<file path="src/tic_pkg.sv">
// constants, carriers and helpers shared by the triple interval counter/timer
package tic_pkg;

  // ------------------------------------------------------------
  // port offsets on the byte-wide i/o bus
  // ------------------------------------------------------------
  localparam logic [3:0] OFF_DATA0 = 4'h8;
  localparam logic [3:0] OFF_DATA1 = 4'h9;
  localparam logic [3:0] OFF_DATA2 = 4'ha;
  localparam logic [3:0] OFF_CTL = 4'hb;
  localparam logic [1:0] PORT_PAGE = 2'h2;

  // ------------------------------------------------------------
  // control byte fields and codes
  // ------------------------------------------------------------
  localparam logic [1:0] SEL_READBACK = 2'h3;
  localparam logic [1:0] ACC_LATCH = 2'h0;
  localparam logic [1:0] ACC_LO = 2'h1;
  localparam logic [1:0] ACC_HI = 2'h2;
  localparam logic [1:0] ACC_PAIR = 2'h3;
  localparam logic [2:0] MODE_TC = 3'h0;
  localparam logic [2:0] MODE_ONESHOT = 3'h1;
  localparam logic [2:0] MODE_RATE = 3'h2;
  localparam logic [2:0] MODE_SQUARE = 3'h3;
  localparam logic [2:0] MODE_SWSTROBE = 3'h4;
  localparam logic [2:0] MODE_HWSTROBE = 3'h5;
  localparam int RB_CNT_BIT = 5;
  localparam int RB_STA_BIT = 4;
  localparam int RB_SEL_LSB = 1;

  // ------------------------------------------------------------
  // reset values
  // ------------------------------------------------------------
  localparam logic OUT_RST = 1'b1;
  localparam logic [15:0] CNT_RST = 16'h0000;
  localparam logic [1:0] ACC_RST = ACC_PAIR;
  localparam logic [2:0] MODE_RST = MODE_TC;

  // ------------------------------------------------------------
  // carriers
  // ------------------------------------------------------------
  typedef struct packed {
    logic counter_select_high;
    logic counter_select_low;
    logic byte_access_high;
    logic byte_access_low;
    logic op_select_bit2;
    logic op_select_bit1;
    logic op_select_bit0;
    logic bcd;
  } tic_ctl_s;

  typedef struct packed {
    logic [3:0] addr;
    logic wr;
    logic rd;
    logic [7:0] wdata;
  } tic_io_s;

  // ------------------------------------------------------------
  // helpers
  // ------------------------------------------------------------
  // the top mode bit is a don't-care for modes 2 and 3
  function automatic logic [2:0] tic_norm_mode(input tic_ctl_s c);
    return c.op_select_bit1 ? {1'b0, c.op_select_bit1, c.op_select_bit0}
                            : {c.op_select_bit2, c.op_select_bit1, c.op_select_bit0};
  endfunction

  // odd divisors give the extra input period to the high half
  function automatic logic [15:0] tic_half(input logic [15:0] n, input logic high);
    logic [16:0] s;
    s = {1'b0, n} + {16'h0000, high};
    return s[16:1];
  endfunction

endpackage

</file>
<file path="src/tic_timer.sv">
// three 16-bit down counters behind byte-wide control and data ports
// Function
// - square wave with odd divisor: one half longer by one input clock period
// - counters count downward; software subtracts remaining count from start value
// - terminal-count mode: output low on load, counting only while gate high
// - terminal-count mode: output high at zero, held until next count load
// - terminal-count mode: gate low suspends decrementing, resumes when gate high
// - one-shot: one load suffices, each gate rise starts cycle, output low
// - one-shot: gate fall keeps counting, new rise restarts from loaded count
// - one-shot: output high at zero until next gate trigger
// - software strobe: output high on load, one period low at timeout
// - hardware strobe: gate rise sets output high, retriggers, one period low
// - interrupt request on counter 2 timeout or converter end of conversion
// - control byte 0x76: counter 1, low-high access, square wave, binary
// - control byte 0xb6: counter 2, low-high access, square wave, binary
// - after 0x30, counter 0 takes low byte then high byte
// - counter 0 outside one-shot and hardware strobe decrements only while gate high, holds count when gate low
// - control byte: select bits top, access bits, mode bits, bcd at bit 0
// - two-byte access: loads and reads pair low then high via sequencer
// - square wave repeats, high first half of count, low second half
// - access bits zero latch current count; reads return it, counting undisturbed
module tic_timer
  import tic_pkg::*;
(
  // clock and reset
  input wire logic clk_sys,
  input wire logic rst_n,
  // host i/o port
  input wire tic_io_s io_req,
  output logic [7:0] io_rdata,
  // counter pins
  input wire logic [2:0] counter_clock_in,
  input wire logic [2:0] counter_gate_in,
  output logic [2:0] counter_out,
  // interrupt request
  input wire logic conv_done_in,
  output logic irq_req
);

  // ------------------------------------------------------------
  // state
  // ------------------------------------------------------------
  logic [15:0] cnt [3];
  logic [15:0] reload [3];
  logic [15:0] hold [3];
  logic [7:0] lo_buf [3];
  logic [7:0] stat [3];
  logic [1:0] cfg_acc [3];
  logic [2:0] cfg_mode [3];
  logic [2:0] cfg_bcd;
  logic [2:0] wseq, rseq, latched, stat_v;
  logic [2:0] nullc, trig, armed, have;
  logic [2:0] gate_q, clk_q;
  logic counter_two_output_q;
  logic pins_ok;

  // ------------------------------------------------------------
  // decode
  // ------------------------------------------------------------
  tic_ctl_s cw;
  logic [1:0] cw_sel, cw_acc;
  logic [2:0] cw_mode;
  logic wr_ctl, cw_rb, rd_page, tc2_edge;
  logic [2:0] wr_dat, rd_dat, full_wr, ctl_prog, cnt_latch, stat_latch;
  logic [2:0] cken, grise, hold_hi;
  logic [15:0] wr_val [3];
  logic [7:0] rd_byte [4];

  assign cw = tic_ctl_s'(io_req.wdata);
  assign cw_sel = {cw.counter_select_high, cw.counter_select_low};
  assign cw_acc = {cw.byte_access_high, cw.byte_access_low};
  assign cw_mode = tic_norm_mode(cw);
  assign wr_ctl = io_req.wr && io_req.addr == OFF_CTL;
  assign cw_rb = cw_sel == SEL_READBACK;
  assign rd_page = io_req.rd && io_req.addr[3:2] == PORT_PAGE;
  // first sample after reset is never an edge, whatever level the pin rests at
  assign cken = counter_clock_in & ~clk_q & {3{pins_ok}};
  assign grise = counter_gate_in & ~gate_q & {3{pins_ok}};
  assign rd_byte[3] = 8'h00;

  for (genvar g = 0; g < 3; g++) begin : g_dec
    logic [15:0] src;
    logic hi_sel;
    assign wr_dat[g] = io_req.wr && io_req.addr == OFF_DATA0 + 4'(g);
    assign rd_dat[g] = io_req.rd && io_req.addr == OFF_DATA0 + 4'(g);
    assign full_wr[g] = wr_dat[g] && (cfg_acc[g] != ACC_PAIR || wseq[g]);
    assign wr_val[g] = cfg_acc[g] == ACC_PAIR ? {io_req.wdata, lo_buf[g]} :
                       cfg_acc[g] == ACC_HI ? {io_req.wdata, 8'h00} :
                       {8'h00, io_req.wdata};
    assign ctl_prog[g] = wr_ctl && cw_sel == 2'(g) && cw_acc != ACC_LATCH;
    assign cnt_latch[g] = wr_ctl && ((cw_sel == 2'(g) && cw_acc == ACC_LATCH) ||
        (cw_rb && !io_req.wdata[RB_CNT_BIT] && io_req.wdata[RB_SEL_LSB + g]));
    assign stat_latch[g] = wr_ctl && cw_rb && !io_req.wdata[RB_STA_BIT] &&
                           io_req.wdata[RB_SEL_LSB + g];
    assign hold_hi[g] = !counter_gate_in[g] &&
                        (cfg_mode[g] == MODE_RATE || cfg_mode[g] == MODE_SQUARE);
    assign src = latched[g] ? hold[g] : cnt[g];
    assign hi_sel = cfg_acc[g] == ACC_HI || (cfg_acc[g] == ACC_PAIR && rseq[g]);
    assign rd_byte[g] = stat_v[g] ? stat[g] : (hi_sel ? src[15:8] : src[7:0]);
  end

  // terminal count edge differs per mode: rising for 0, 1, 3, falling otherwise
  assign tc2_edge = (cfg_mode[2] == MODE_TC || cfg_mode[2] == MODE_ONESHOT ||
                     cfg_mode[2] == MODE_SQUARE) ? (counter_out[2] && !counter_two_output_q)
                                                 : (!counter_out[2] && counter_two_output_q);

  // ------------------------------------------------------------
  // host side: configuration, byte sequencing, latches
  // ------------------------------------------------------------
  always_ff @(posedge clk_sys or negedge rst_n) begin
    if (!rst_n) begin
      io_rdata <= 8'h00;
      cfg_bcd <= '0;
      wseq <= '0;
      rseq <= '0;
      latched <= '0;
      stat_v <= '0;
      for (int i = 0; i < 3; i++) begin
        reload[i] <= CNT_RST;
        hold[i] <= CNT_RST;
        lo_buf[i] <= 8'h00;
        stat[i] <= 8'h00;
        cfg_acc[i] <= ACC_RST;
        cfg_mode[i] <= MODE_RST;
      end
    end else begin
      io_rdata <= rd_page ? rd_byte[io_req.addr[1:0]] : 8'h00;
      for (int i = 0; i < 3; i++) begin
        if (ctl_prog[i]) begin
          cfg_acc[i] <= cw_acc;
          cfg_mode[i] <= cw_mode;
          cfg_bcd[i] <= cw.bcd;
          wseq[i] <= 1'b0;
          rseq[i] <= 1'b0;
          latched[i] <= 1'b0;
          stat_v[i] <= 1'b0;
        end
        // a pending latch must be read out before another one counts
        if (cnt_latch[i] && !latched[i]) begin
          hold[i] <= cnt[i];
          latched[i] <= 1'b1;
        end
        if (stat_latch[i] && !stat_v[i]) begin
          stat[i] <= {counter_out[i], nullc[i], cfg_acc[i], cfg_mode[i], cfg_bcd[i]};
          stat_v[i] <= 1'b1;
        end
        if (wr_dat[i]) begin
          if (cfg_acc[i] == ACC_PAIR) begin
            wseq[i] <= !wseq[i];
          end
          if (!wseq[i]) begin
            lo_buf[i] <= io_req.wdata;
          end
          if (full_wr[i]) begin
            reload[i] <= wr_val[i];
          end
        end
        if (rd_dat[i]) begin
          if (stat_v[i]) begin
            stat_v[i] <= 1'b0;
          end else begin
            if (cfg_acc[i] == ACC_PAIR) begin
              rseq[i] <= !rseq[i];
            end
            if (cfg_acc[i] != ACC_PAIR || rseq[i]) begin
              latched[i] <= 1'b0;
            end
          end
        end
      end
    end
  end

  // ------------------------------------------------------------
  // count engines, one step per counter clock edge
  // ------------------------------------------------------------
  always_ff @(posedge clk_sys or negedge rst_n) begin
    if (!rst_n) begin
      gate_q <= '0;
      clk_q <= '0;
      counter_out <= {3{OUT_RST}};
      nullc <= '0;
      trig <= '0;
      armed <= '0;
      have <= '0;
      counter_two_output_q <= OUT_RST;
      pins_ok <= 1'b0;
      irq_req <= 1'b0;
      for (int i = 0; i < 3; i++) begin
        cnt[i] <= CNT_RST;
      end
    end else begin
      gate_q <= counter_gate_in;
      clk_q <= counter_clock_in;
      counter_two_output_q <= counter_out[2];
      pins_ok <= 1'b1;
      irq_req <= tc2_edge || conv_done_in;
      for (int i = 0; i < 3; i++) begin
        if (ctl_prog[i]) begin
          counter_out[i] <= cw_mode != MODE_TC;
          nullc[i] <= 1'b0;
          trig[i] <= 1'b0;
          armed[i] <= 1'b0;
          have[i] <= 1'b0;
        end else if (full_wr[i]) begin
          nullc[i] <= 1'b1;
          have[i] <= 1'b1;
          if (cfg_mode[i] == MODE_TC) begin
            counter_out[i] <= 1'b0;
          end
        end else begin
          if (grise[i]) begin
            trig[i] <= 1'b1;
          end
          if (hold_hi[i]) begin
            counter_out[i] <= 1'b1;
          end
          if (cken[i]) begin
            unique case (cfg_mode[i])
              MODE_TC, MODE_SWSTROBE: begin
                if (cfg_mode[i] == MODE_SWSTROBE && !counter_out[i]) begin
                  counter_out[i] <= 1'b1;
                end
                if (nullc[i]) begin
                  cnt[i] <= reload[i];
                  nullc[i] <= 1'b0;
                  armed[i] <= 1'b1;
                end else if (counter_gate_in[i]) begin
                  cnt[i] <= cnt[i] - 16'h0001;
                  if (cnt[i] == 16'h0001 && armed[i]) begin
                    armed[i] <= 1'b0;
                    counter_out[i] <= cfg_mode[i] == MODE_TC;
                  end
                end
              end
              MODE_ONESHOT, MODE_HWSTROBE: begin
                if (cfg_mode[i] == MODE_HWSTROBE && !counter_out[i]) begin
                  counter_out[i] <= 1'b1;
                end
                // the trigger is consumed here, so a rise in this cycle is not lost
                if (have[i] && (trig[i] || grise[i])) begin
                  cnt[i] <= reload[i];
                  nullc[i] <= 1'b0;
                  armed[i] <= 1'b1;
                  trig[i] <= 1'b0;
                  counter_out[i] <= cfg_mode[i] == MODE_HWSTROBE;
                end else begin
                  cnt[i] <= cnt[i] - 16'h0001;
                  if (cnt[i] == 16'h0001 && armed[i]) begin
                    armed[i] <= 1'b0;
                    counter_out[i] <= cfg_mode[i] == MODE_ONESHOT;
                  end
                end
              end
              MODE_RATE, MODE_SQUARE: begin
                if (nullc[i] || trig[i] || grise[i]) begin
                  cnt[i] <= cfg_mode[i] == MODE_SQUARE ? tic_half(reload[i], 1'b1)
                                                       : reload[i];
                  nullc[i] <= 1'b0;
                  trig[i] <= 1'b0;
                  counter_out[i] <= 1'b1;
                end else if (counter_gate_in[i]) begin
                  if (cnt[i] == 16'h0001) begin
                    if (cfg_mode[i] == MODE_SQUARE) begin
                      counter_out[i] <= !counter_out[i];
                      cnt[i] <= tic_half(reload[i], !counter_out[i]);
                    end else begin
                      counter_out[i] <= 1'b1;
                      cnt[i] <= reload[i];
                    end
                  end else begin
                    cnt[i] <= cnt[i] - 16'h0001;
                    if (cfg_mode[i] == MODE_RATE && cnt[i] == 16'h0002) begin
                      counter_out[i] <= 1'b0;
                    end
                  end
                end
              end
            endcase
          end
        end
      end
    end
  end
endmodule
</file>
<file path="config.mk">
export PLATFORM = sky130hd
export DESIGN_NAME = tic_timer
export DESIGN_NICKNAME = d
export VERILOG_FILES = /design/src/tic_pkg.sv /design/src/tic_timer.sv
export SDC_FILE = /design/constraint.sdc
export NUM_CORES = 1
export LEC_CHECK = 0
export BUFFER_PORTS_ARGS = -buffer_cell sky130_fd_sc_hd__buf_2
export CAP_MARGIN = 20
export CORE_MARGIN = 2
export CORE_UTILIZATION = 52
export CTS_CLUSTER_SIZE = 8
export DETAILED_ROUTE_END_ITERATION = 10
export GPL_ROUTABILITY_DRIVEN = 0
export MAX_ROUTING_LAYER = met4
export PLACE_DENSITY = 0.73
export SYNTH_ARGS = -nofsm -noshare
export SYNTH_HDL_FRONTEND = slang
export SYNTH_SLANG_ARGS = --single-unit
export TNS_END_PERCENT = 100
</file>
<file path="constraint.sdc">
create_clock -name clk_sys -period 2.6 [get_ports clk_sys]
set_input_delay 0.39 -clock clk_sys [delete_from_list [all_inputs] [get_ports clk_sys]]
set_output_delay 0.39 -clock clk_sys [all_outputs]
set_load 0.03 [all_outputs]
</file>
## Word level (Yosys, flattened, before mapping)

Index checks and enable logic that the tools add are counted.

| cells by class | value |
|---|---|
| $add $sub $neg | 9 |
| equal/unequal tests | 59 |
| magnitude comparators | 1 |
| reduce and logical (&&, ||, !) cells | 152 |
| bitwise operators | 16 |
| multiplexer cells | 219 |

Operators with widths:

| cell | count |
|---|---|
| two-way mux 16 bit | 33 |
| two-way mux 1 bit | 160 |
| one-hot mux 16 bit (3 select lines) | 3 |
| two-way mux 8 bit | 9 |
| logical AND 1 bit | 61 |
| adder 16 x 1 -> 17 bit | 3 |
| adder 16 x 1 -> 17 bit (second input constant) | 3 |
| equality test 16 x 1 -> 1 bit (second input constant) | 3 |
| equality test 16 x 2 -> 1 bit (second input constant) | 3 |
| subtractor 16 x 1 -> 16 bit (second input constant) | 3 |
| inequality test 4 bit (second input constant) | 9 |
| logical OR 1 bit | 27 |
| zero test 1 bit | 21 |
| nonzero test 3 bit | 7 |
| equality test 2 bit (second input constant) | 9 |
| equality test 3 x 2 -> 1 bit (second input constant) | 6 |
| equality test 3 bit (second input constant) | 6 |
| inequality test 3 bit (second input constant) | 6 |
| one-hot mux 1 bit (3 select lines) | 6 |
| OR reduction 2 bit | 9 |
| binary-select mux 8 bit (select 2 bit) | 1 |
| equality test 4 bit (second input constant) | 4 |
| AND reduction 5 bit | 3 |
| nonzero test 2 bit | 7 |
| 17 further kinds | 54 |

| word-level totals | value |
|---|---|
| output and inout port bits | 12 |
| bits of input ports | 23 |
| register bits after elaboration | 254 |
| word-level logic and storage cells | 505 |

## Longest topological paths before layout

Gate-level depths: netlist (run 1).

| depth | value |
|---|---|
| depth after elaboration | 12 |
| gate-level depth with buffers | 10 |
| depth with buffers taken out | 8 |

## Worst setup path before layout (run 1)

OpenSTA, ideal clock, no wires.

| timing path | value |
|---|---|
| path kind | register -> register |
| start point | reg cnt[5] (netlist name) |
| end point | reg counter_out[2] |
| data arrival time | 2349 ps |
| library setup time | 83 ps |
| cell stages (with the launch flop) | 8 |
| setup slack | 167 ps |
| cell sequence | dfrtp_1 buf_6 or4_4 or3_4 nor4_4 nor2_1 or4b_1 o32a_1 |

| on the way | value |
|---|---|
| word-level cells in the longest chain between the ends | 10 |
| elaborated cells between the ends (all ways) | 17 |

RTL lines:

| item | RTL line | text |
|---|---|---|
| from (decl) | tic_timer.sv:43 | `logic [15:0] cnt [3];` |
| from (signal, indexed assignment) | tic_timer.sv:225 | `cnt[i] <= reload[i];` |
| from (signal, indexed assignment) | tic_timer.sv:229 | `cnt[i] <= cnt[i] - 16'h0001;` |
| from (signal, indexed assignment) | tic_timer.sv:242 | `cnt[i] <= reload[i];` |
| equality test 16 x 2 -> 1 bit | tic_timer.sv:273 | `if (cfg_mode[i] == MODE_RATE && cnt[i] == 16'h0002) begin` |
| logical AND 1 bit | tic_timer.sv:273 |  |
| two-way mux 1 bit | tic_timer.sv:273 |  |
| two-way mux 1 bit | tic_timer.sv:263 | `if (cnt[i] == 16'h0001) begin` |
| two-way mux 1 bit | tic_timer.sv:262 | `end else if (counter_gate_in[i]) begin` |
| two-way mux 1 bit | tic_timer.sv:256 | `if (nullc[i] \|\| trig[i] \|\| grise[i]) begin` |
| one-hot mux 1 bit (3 select lines) * | tic_timer.sv:219 | `unique case (cfg_mode[i])` |
| two-way mux 1 bit * | tic_timer.sv:218 | `if (cken[i]) begin` |
| two-way mux 1 bit * | tic_timer.sv:205 | `end else if (full_wr[i]) begin` |
| two-way mux 1 bit * | tic_timer.sv:199 | `if (ctl_prog[i]) begin` |
| to (signal assigned) | tic_timer.sv:181 | `counter_out <= {3{OUT_RST}};` |
| to (signal, indexed assignment) | tic_timer.sv:265 | `counter_out[i] <= !counter_out[i];` |
| to (decl) | tic_timer.sv:34 | `output logic [2:0] counter_out,` |

Mark *: on every way between the ends. The rest lies on a longest branch, timed or not.
A chain may end at the register's enable or synchronous reset.

## Worst setup path after layout (run 1)

| timing path | value |
|---|---|
| start point | reg cnt[34] (netlist name) |
| end point | reg cnt[36] (netlist name) |

| on the way | value |
|---|---|
| word-level cells in the longest chain between the ends | 5 |
| elaborated cells between the ends (all ways) | 9 |

RTL lines:

| item | RTL line |
|---|---|
| subtractor 16 x 1 -> 16 bit / equality test 16 x 1 -> 1 bit (equally long branches) | -- |
| two-way mux 16 bit | tic_timer.sv:263 |
| two-way mux 16 bit | tic_timer.sv:262 |
| two-way mux 16 bit | tic_timer.sv:256 |
| one-hot mux 16 bit (3 select lines) * | tic_timer.sv:219 |

Mark *: on every way between the ends. The rest lies on a longest branch, timed or not. The select of a mux whose other input is x is not followed.

==> results of run 1 <==
-- registers in the layout (all words and copies together), names as in the netlist --
signal and count:
cnt 48, hold 48, reload 48, lo_buf 24, stat 24, cfg_mode 9, io_rdata 8, cfg_acc 6
armed 3, cfg_bcd 3, clk_q 3, counter_out 3, gate_q 3, have 3, latched 3, nullc 3
rseq 3, stat_v 3, trig 3, wseq 3, counter_two_output_q 1, irq_req 1, pins_ok 1
-- cell usage after synthesis, types with 16 or more instances --
library cell / number
a22oi_1: 16
mux2i_1: 45
clkbuf_1: 163
a221oi_1: 24
a31oi_1: 30
a21oi_1: 142
inv_1: 52
o211ai_1: 23
o21ai_1: 16
nand4_1: 28
nand3_1: 55
nor4_1: 34
nor2b_1: 30
nor3_1: 51
o31ai_1: 23
dfrtp_1: 244
nand2_1: 225
a211oi_1: 27
o21ai_0: 167
xnor2_1: 31
mux2_2: 97
mux4_2: 23
xor2_1: 18
nor2_1: 129
-- per-stage QoR --
step                      instance area, um2   TNS [ns]
final                                  20120          0
after global routing                   20120  -0.005701
after CTS                              20070          0
after detailed placement               18940          0
after global placement                 18940          0
after floorplan                        17500          0
-- cell families (layout without fill, tap and decap cells) --
group	after synthesis	count (layout)
other cells	1	2
flops	254	254
simple gates	692	692
compound gates	606	606
xor+xnor	49	49
buf+inv	242	349
mux	166	166
fa+ha+maj	15	15
-- layout make-up --
type / count / area, um2
multi-input combinational: 1529 / 10180
timing repair buffer: 228 / 1679
clock buffer: 65 / 1104
clock inverter: 2 / 13.76
sequential: 254 / 6370
tap: 448 / 560.5
inverter: 54 / 206.4
fill: 2855 / 13250
antenna: 1 / 2.502
-- worst max-delay path: cells and delay by family (launching register included) --
kind | cells | cell delay (ns)
flip-flops | 1 | 0.38
AND/OR/NAND/NOR | 3 | 1.12
AO/OA/AOI/OAI | 3 | 0.72
buffers and inverters | 1 | 0.18
-- power groups by stage --
stage | Sequential, mW | Clock, mW | Combinational (mW)
floorplan | 5.16 | 0 | 3.70
global placement | 5.50 | 0 | 5.34
detailed placement | 5.54 | 0 | 5.44
CTS | 5.49 | 4.71 | 5.48
global route | 5.61 | 4.88 | 6.06
finish | 5.53 | 4.68 | 5.69
-- layer usage --
metal | track usage [%] | vias up | wire (um)
li1 | - | 7666 | -
met4 | 16.08 | 0 | 2983
met1 | 43.59 | 8373 | 22870
met2 | 51.93 | 1133 | 26600
met5 | - | - | 0
met3 | 6.098 | 255 | 5805
-- worst paths after layout --
check,start,end,slack [ns],cells after the start
setup / recovery,cnt[34]$_DFFE_PN0P_,cnt[36]$_DFFE_PN0P_,0.07,7
hold / removal,counter_clock_in[0],clk_q[0]$_DFF_PN0_,0.03,1
setup reg to reg,cnt[34]$_DFFE_PN0P_,cnt[36]$_DFFE_PN0P_,0.07,7
hold reg to reg,hold[24]$_DFFE_PN0P_,hold[24]$_DFFE_PN0P_,0.47,2
max in group asynchronous,rst_n,hold[0]$_DFFE_PN0P_,1.29,3
min in group asynchronous,rst_n,reload[27]$_DFFE_PN0P_,0.44,2
-- repair_timing --
| action | in CTS | in global routing |
|---|---|---|
| gates resized for setup | 0 | 10 |
| setup endpoints to repair | 0 | 10 |
| endpoints found under the hold margin | 76 | 0 |
| hold buffers | 2 | 0 |
==> key figures, run 1 <==
Critical path
  – Setup crit end kind: flip-flop
  – CP max stage delay: 0.55 ns
  – CP arrival: around 2.9 ns
  – Slowest stage cell, crit path: or4_4
  – Critical path required time: 3.00 ns
  – Critical path class: reg2reg
  – Crit start category: flip-flop
  – Largest fanout on the critical path: 10
  – Critical path cell sequence: or4_4 -> nor4b_4 -> and2_1 -> buf_4 -> a211oi_1 -> a2111oi_1 -> o21ai_1

Power
  – Pwr dens: 790.3 nW/um2
  – Total power: approximately 16 mW
  – Leakage: a little over 8 nW
  – Internal power: 9.809 mW
  – Peak supply drop: around 530 uV
  – Net Sw Frac: 38.31%
  – Sw Pwr: 6.092 mW
  – Clock Power Share: between 20 and 30%
  – Sequential group share of total power: 34.8%
  – Combinational share of power: between 30% and 40%

Route
  – Via density: 6.752
  – Antenna Nets Post-Route: 0
  – Detailed-route via count: between 15000 and 20000
  – Pre-antenna DRT Iters: 8
  – DRC: 0
  – Initial DRC count: 2388
  – Mean routed wirelength per cell: 22.57 um
  – Final WL: 58260 um

Placed design
  – HPWL after DPL: 42240 um
  – Inst Count DP: 2511
  – PortBufs: 34
  – Dpl ws: 0.01895 ns

Job
  – Max Cap Viol: 0

Global routing
  – First-pass GRT wire length: 91970 um
  – Vias in the first global route: 16612
  – Grt total ovfl: 0
  – Largest net degree at the start of global routing: 83
  – Global Route Usage Sum: 33.84%
  – Antenna violations before repair: 2

Synthesis
  – Synth Flop Type: dfrtp_1
  – Cell count after synthesis: between 2000 and 2500
  – Synth Cell Area: between 15000 and 20000 um2
  – Syn_area_per_cell: 8.642 um2
  – Async SR Flop Fraction: between 90% and 100%
  – Area share of the largest cell type after synthesis: a little over a third
  – Number of synthesized register bits: between 200 and 300
  – Distinct cell type count of the synthesized netlist: 93
  – Top cell type by total area after synthesis: dfrtp_1
  – Seq/Total Area, Yosys: 36.39%
  – YS warnings: 0
  – Mapped Nets: 2063
  – Area contributors post-synth: dfrtp_1 35%, mux2_2 6.2%, nand2_1 4.8%
  – Largest family of logic cells by synthesized area: compound AO/OA/AOI/OAI gates
  – Adder-cell share of the synthesized area: 1.072%
  – EDFF count, synth: 0
  – Multiplexer share of the synthesized area: about an eighth
  – Synth Area in XOR/XNOR: 2.452%
  – Synth Area in Simple Gates: slightly above 20%
  – Compound-Gate Fraction of Synth Area: 22.16%

Cells and area
  – Final core occ: 60.30%
  – Fin cells: 2581
  – Most frequent cells in the layout: 243 x dfrtp_1, 225 x nand2_1, 189 x buf_4, 166 x o21ai_0, 142 x a21oi_1
  – Nets: 2143
  – Area growth from synthesis to layout: 14.96%
  – Share of layout cells above drive strength 1: 20.73%
  – Most common cell after layout, fill and taps aside: dfrtp_1

Timing
  – Slew Viols, Final: 0
  – Max transition margin: 44.61%
  – Final hold slack: 0.03007 ns
  – Tightest Pin Transition: 0.8309 ns
  – Final setup margin: 0.06507 ns
  – Clock Skews: roughly 0.021 ns
  – Max frequency: 0.3945 GHz
  – Crit path time final: 2.535 ns
  – Tcrit/Tclk final: 97.50%
  – Fin. Hold Viols: 0
  – Final setup fails: 0

Floorplan
  – Die extent in x: about 190 um
  – Height of the die: 187.5 um
  – Rows: 67
  – Starting Density: 52.45%
  – Core ar.: 33360 um2
  – Die Area: 35140 um2
  – # IOs: 35

Clocking
  – Sink Count: 254
  – Clock root cell: clkbuf_16
  – H-tree depth: 2
  – CTS tree: yes
  – Post-CTS Repair Setup Buffers: 0
  – Clk slew on worst S/H paths: 0.05 ns
  – CTS max path bufs: 3
  – Skew-Pair Late Insertion Delay: 0.54 ns
  – Clock buffer count from CTS: 38

Outcome
  – Outcome: completed

Min path
  – Worst hold path type: in2reg
(Power assumes the default switching activity.)
==> run 2: changes to the inputs <==
CORE_MARGIN = 3   (was 2)
SLEW_MARGIN = 10   (was default)
==> run 2 against run 1 <==
Core utilization rose by 0.94 points. Critical endpoint is now counter_out[2]$_DFFE_PN1P_. Wire length decreased by 0.39%. Cell area barely moved.
==> key figures, run 2 (synthesis gave the netlist of run 1 again) <==
Global routing
  – Grt total ovfl: 0
  – Vias in the first global route: 16471
  – Global Route Usage Sum: 32.62%
  – Largest net degree at the start of global routing: 75
  – First-pass GRT wire length: between 90000 and 100000 um
  – Antenna violations before repair: 2

Clocking
  – CTS tree: yes
  – Skew-Pair Late Insertion Delay: between 0.5 and 0.6 ns
  – H-tree depth: 2
  – Clock root cell: clkbuf_16
  – Clk slew on worst S/H paths: 0.05 ns
  – Clock buffer count from CTS: 38
  – CTS max path bufs: 3
  – Sink Count: 254

Timing
  – Fin. Hold Viols: 0
  – Slew Viols, Final: 0
  – Final setup fails: 0
  – Fin Setup TNS: 0 ns
  – Clock Skews: 0.03749 ns
  – Final hold slack: 0.005797 ns
  – Max frequency: 0.3914 GHz
  – Max transition margin: 54.46%
  – RSZ-0062 raised after global routing: true
  – Tightest Pin Transition: 0.6806 ns
  – Crit path time final: 2.555 ns
  – Tcrit/Tclk final: 98.28%

Power
  – Leakage: 8.276 nW
  – Pwr dens: 783.6 nW/um2
  – Peak supply drop: 558.5 uV
  – Total power: 15.77 mW

Route
  – Initial DRC count: 2508
  – Mean routed wirelength per cell: 22.55 um
  – DRC: 0
  – Pre-antenna DRT Iters: 9
  – Via density: 6.771
  – Detailed-route via count: 17422
  – Antenna Nets Post-Route: 0
  – Final WL: a little under 60000 um

Job
  – Max Cap Viol: 0

Floorplan
  – # IOs: 35
  – Rows: 66
  – Height of the die: 189.5 um
  – Die Area: 35890 um2
  – Starting Density: between 50% and 60%
  – Core ar.: 32870 um2
  – Die extent in x: between 150 and 200 um

Critical path
  – Critical path required time: a little over 3 ns
  – Critical path class: reg2reg
  – CP max stage delay: 0.58 ns
  – Crit start category: flip-flop
  – Critical path cell sequence: or4_4 -> or3_4 -> nor4_4 -> nor2_1 -> or4b_1 -> o32a_1
  – Largest fanout on the critical path: 6
  – Slowest stage cell, crit path: or4_4
  – CP arrival: 3.00 ns
  – Setup crit end kind: flip-flop

Outcome
  – Outcome: completed

Cells and area
  – Share of layout cells above drive strength 1: 21.09%
  – Area growth from synthesis to layout: 15.01%
  – Nets: 2142
  – Most common cell after layout, fill and taps aside: dfrtp_1
  – Most frequent cells in the layout: 241 x dfrtp_1, 225 x nand2_1, 187 x buf_4, 166 x o21ai_0, 141 x a21oi_1
  – Top flop regs: cnt (48), hold (48), reload (48)

Placed design
  – HPWL after DPL: roughly 42000 um
  – PortBufs: 34

Min path
  – Worst hold path type: in2reg
-- run 2: changes by cell type in the layout (fill, tap and decap cells not counted), sizes merged --
cell,change
diode,+1
inv,-1
clkinv,+3
clkbuf,-3
dlygate4sd3,-1
clkinvlp,-1
-- run 2: power by group --
group | switching, mW | total, mW | internal [mW] | leakage (nW)
Combinational | 3.45 | 5.78 | 2.33 | 4.52
Sequential | 0.816 | 5.46 | 4.64 | 3.23
Clock | 1.79 | 4.53 | 2.74 | 0.517
-- run 2: path summary, 6_finish.rpt --
| path | from | end | slack (ns) | cells past startpoint |
|---|---|---|---|---|
| worst max-delay path | cnt[7]$_DFFE_PN0P_ | counter_out[2]$_DFFE_PN1P_ | 0.04 | 6 |
| worst min-delay path | counter_clock_in[0] | clk_q[0]$_DFF_PN0_ | 0.006 | 1 |
| worst max register to register | cnt[7]$_DFFE_PN0P_ | counter_out[2]$_DFFE_PN1P_ | 0.04 | 6 |
| worst min register to register | hold[33]$_DFFE_PN0P_ | hold[33]$_DFFE_PN0P_ | 0.49 | 2 |
| max in group asynchronous | rst_n | counter_out[2]$_DFFE_PN1P_ | 1.25 | 3 |
| min in group asynchronous | rst_n | reload[44]$_DFFE_PN0P_ | 0.46 | 2 |
-- run 2: through the flow --
step	instances	area (um2)	utilization [%]	worst slack (ns)
detailed placement	2504	18950	57.65	0.003713
CTS	2570	20040	60.96	0.009473
floorplan	2025	17500	-	0.1673
finish	2573	20130	61.24	0.04483
global placement	2504	18950	57.65	0.08409
global route	2573	20130	61.24	-0.07105
-- run 2: layout make-up --
| type | instances | area (um2) |
|---|---|---|
| repair buffers | 227 | 1694 |
| fillers | 2850 | 12740 |
| well taps | 442 | 553.0 |
| clock inverters | 3 | 26.28 |
| multi-input cells | 1529 | 10220 |
| clock buffers | 62 | 1051 |
| flip-flops and latches | 254 | 6372 |
| diodes | 2 | 5.005 |
| inverters | 54 | 202.7 |
-- run 2: worst max-delay path: cells and delay by family, from the launching register on --
kind | cells | cell delay, ns
and+or+nand+nor | 5 | 1.68
AOI/OAI and AO/OA | 1 | 0.35
DFF | 1 | 0.44
-- run 2: routing by layer --
metal  track usage (%)  vias up  share of wire [%]
met1             42.89     8319                 40
met3             5.462      264                9.7
li1                  -     7671                  -
met2             50.39     1168                 45
met5                 -        -                  0
met4             13.42        0                5.2
-- run 2: repair_timing --
item,4_1_cts,5_1_grt
pin swaps,0,1
endpoints found under the hold margin,67,0
buffers inserted,0,1
hold buffers,1,0
endpoints found under the setup margin,1,14
resized for setup,1,18
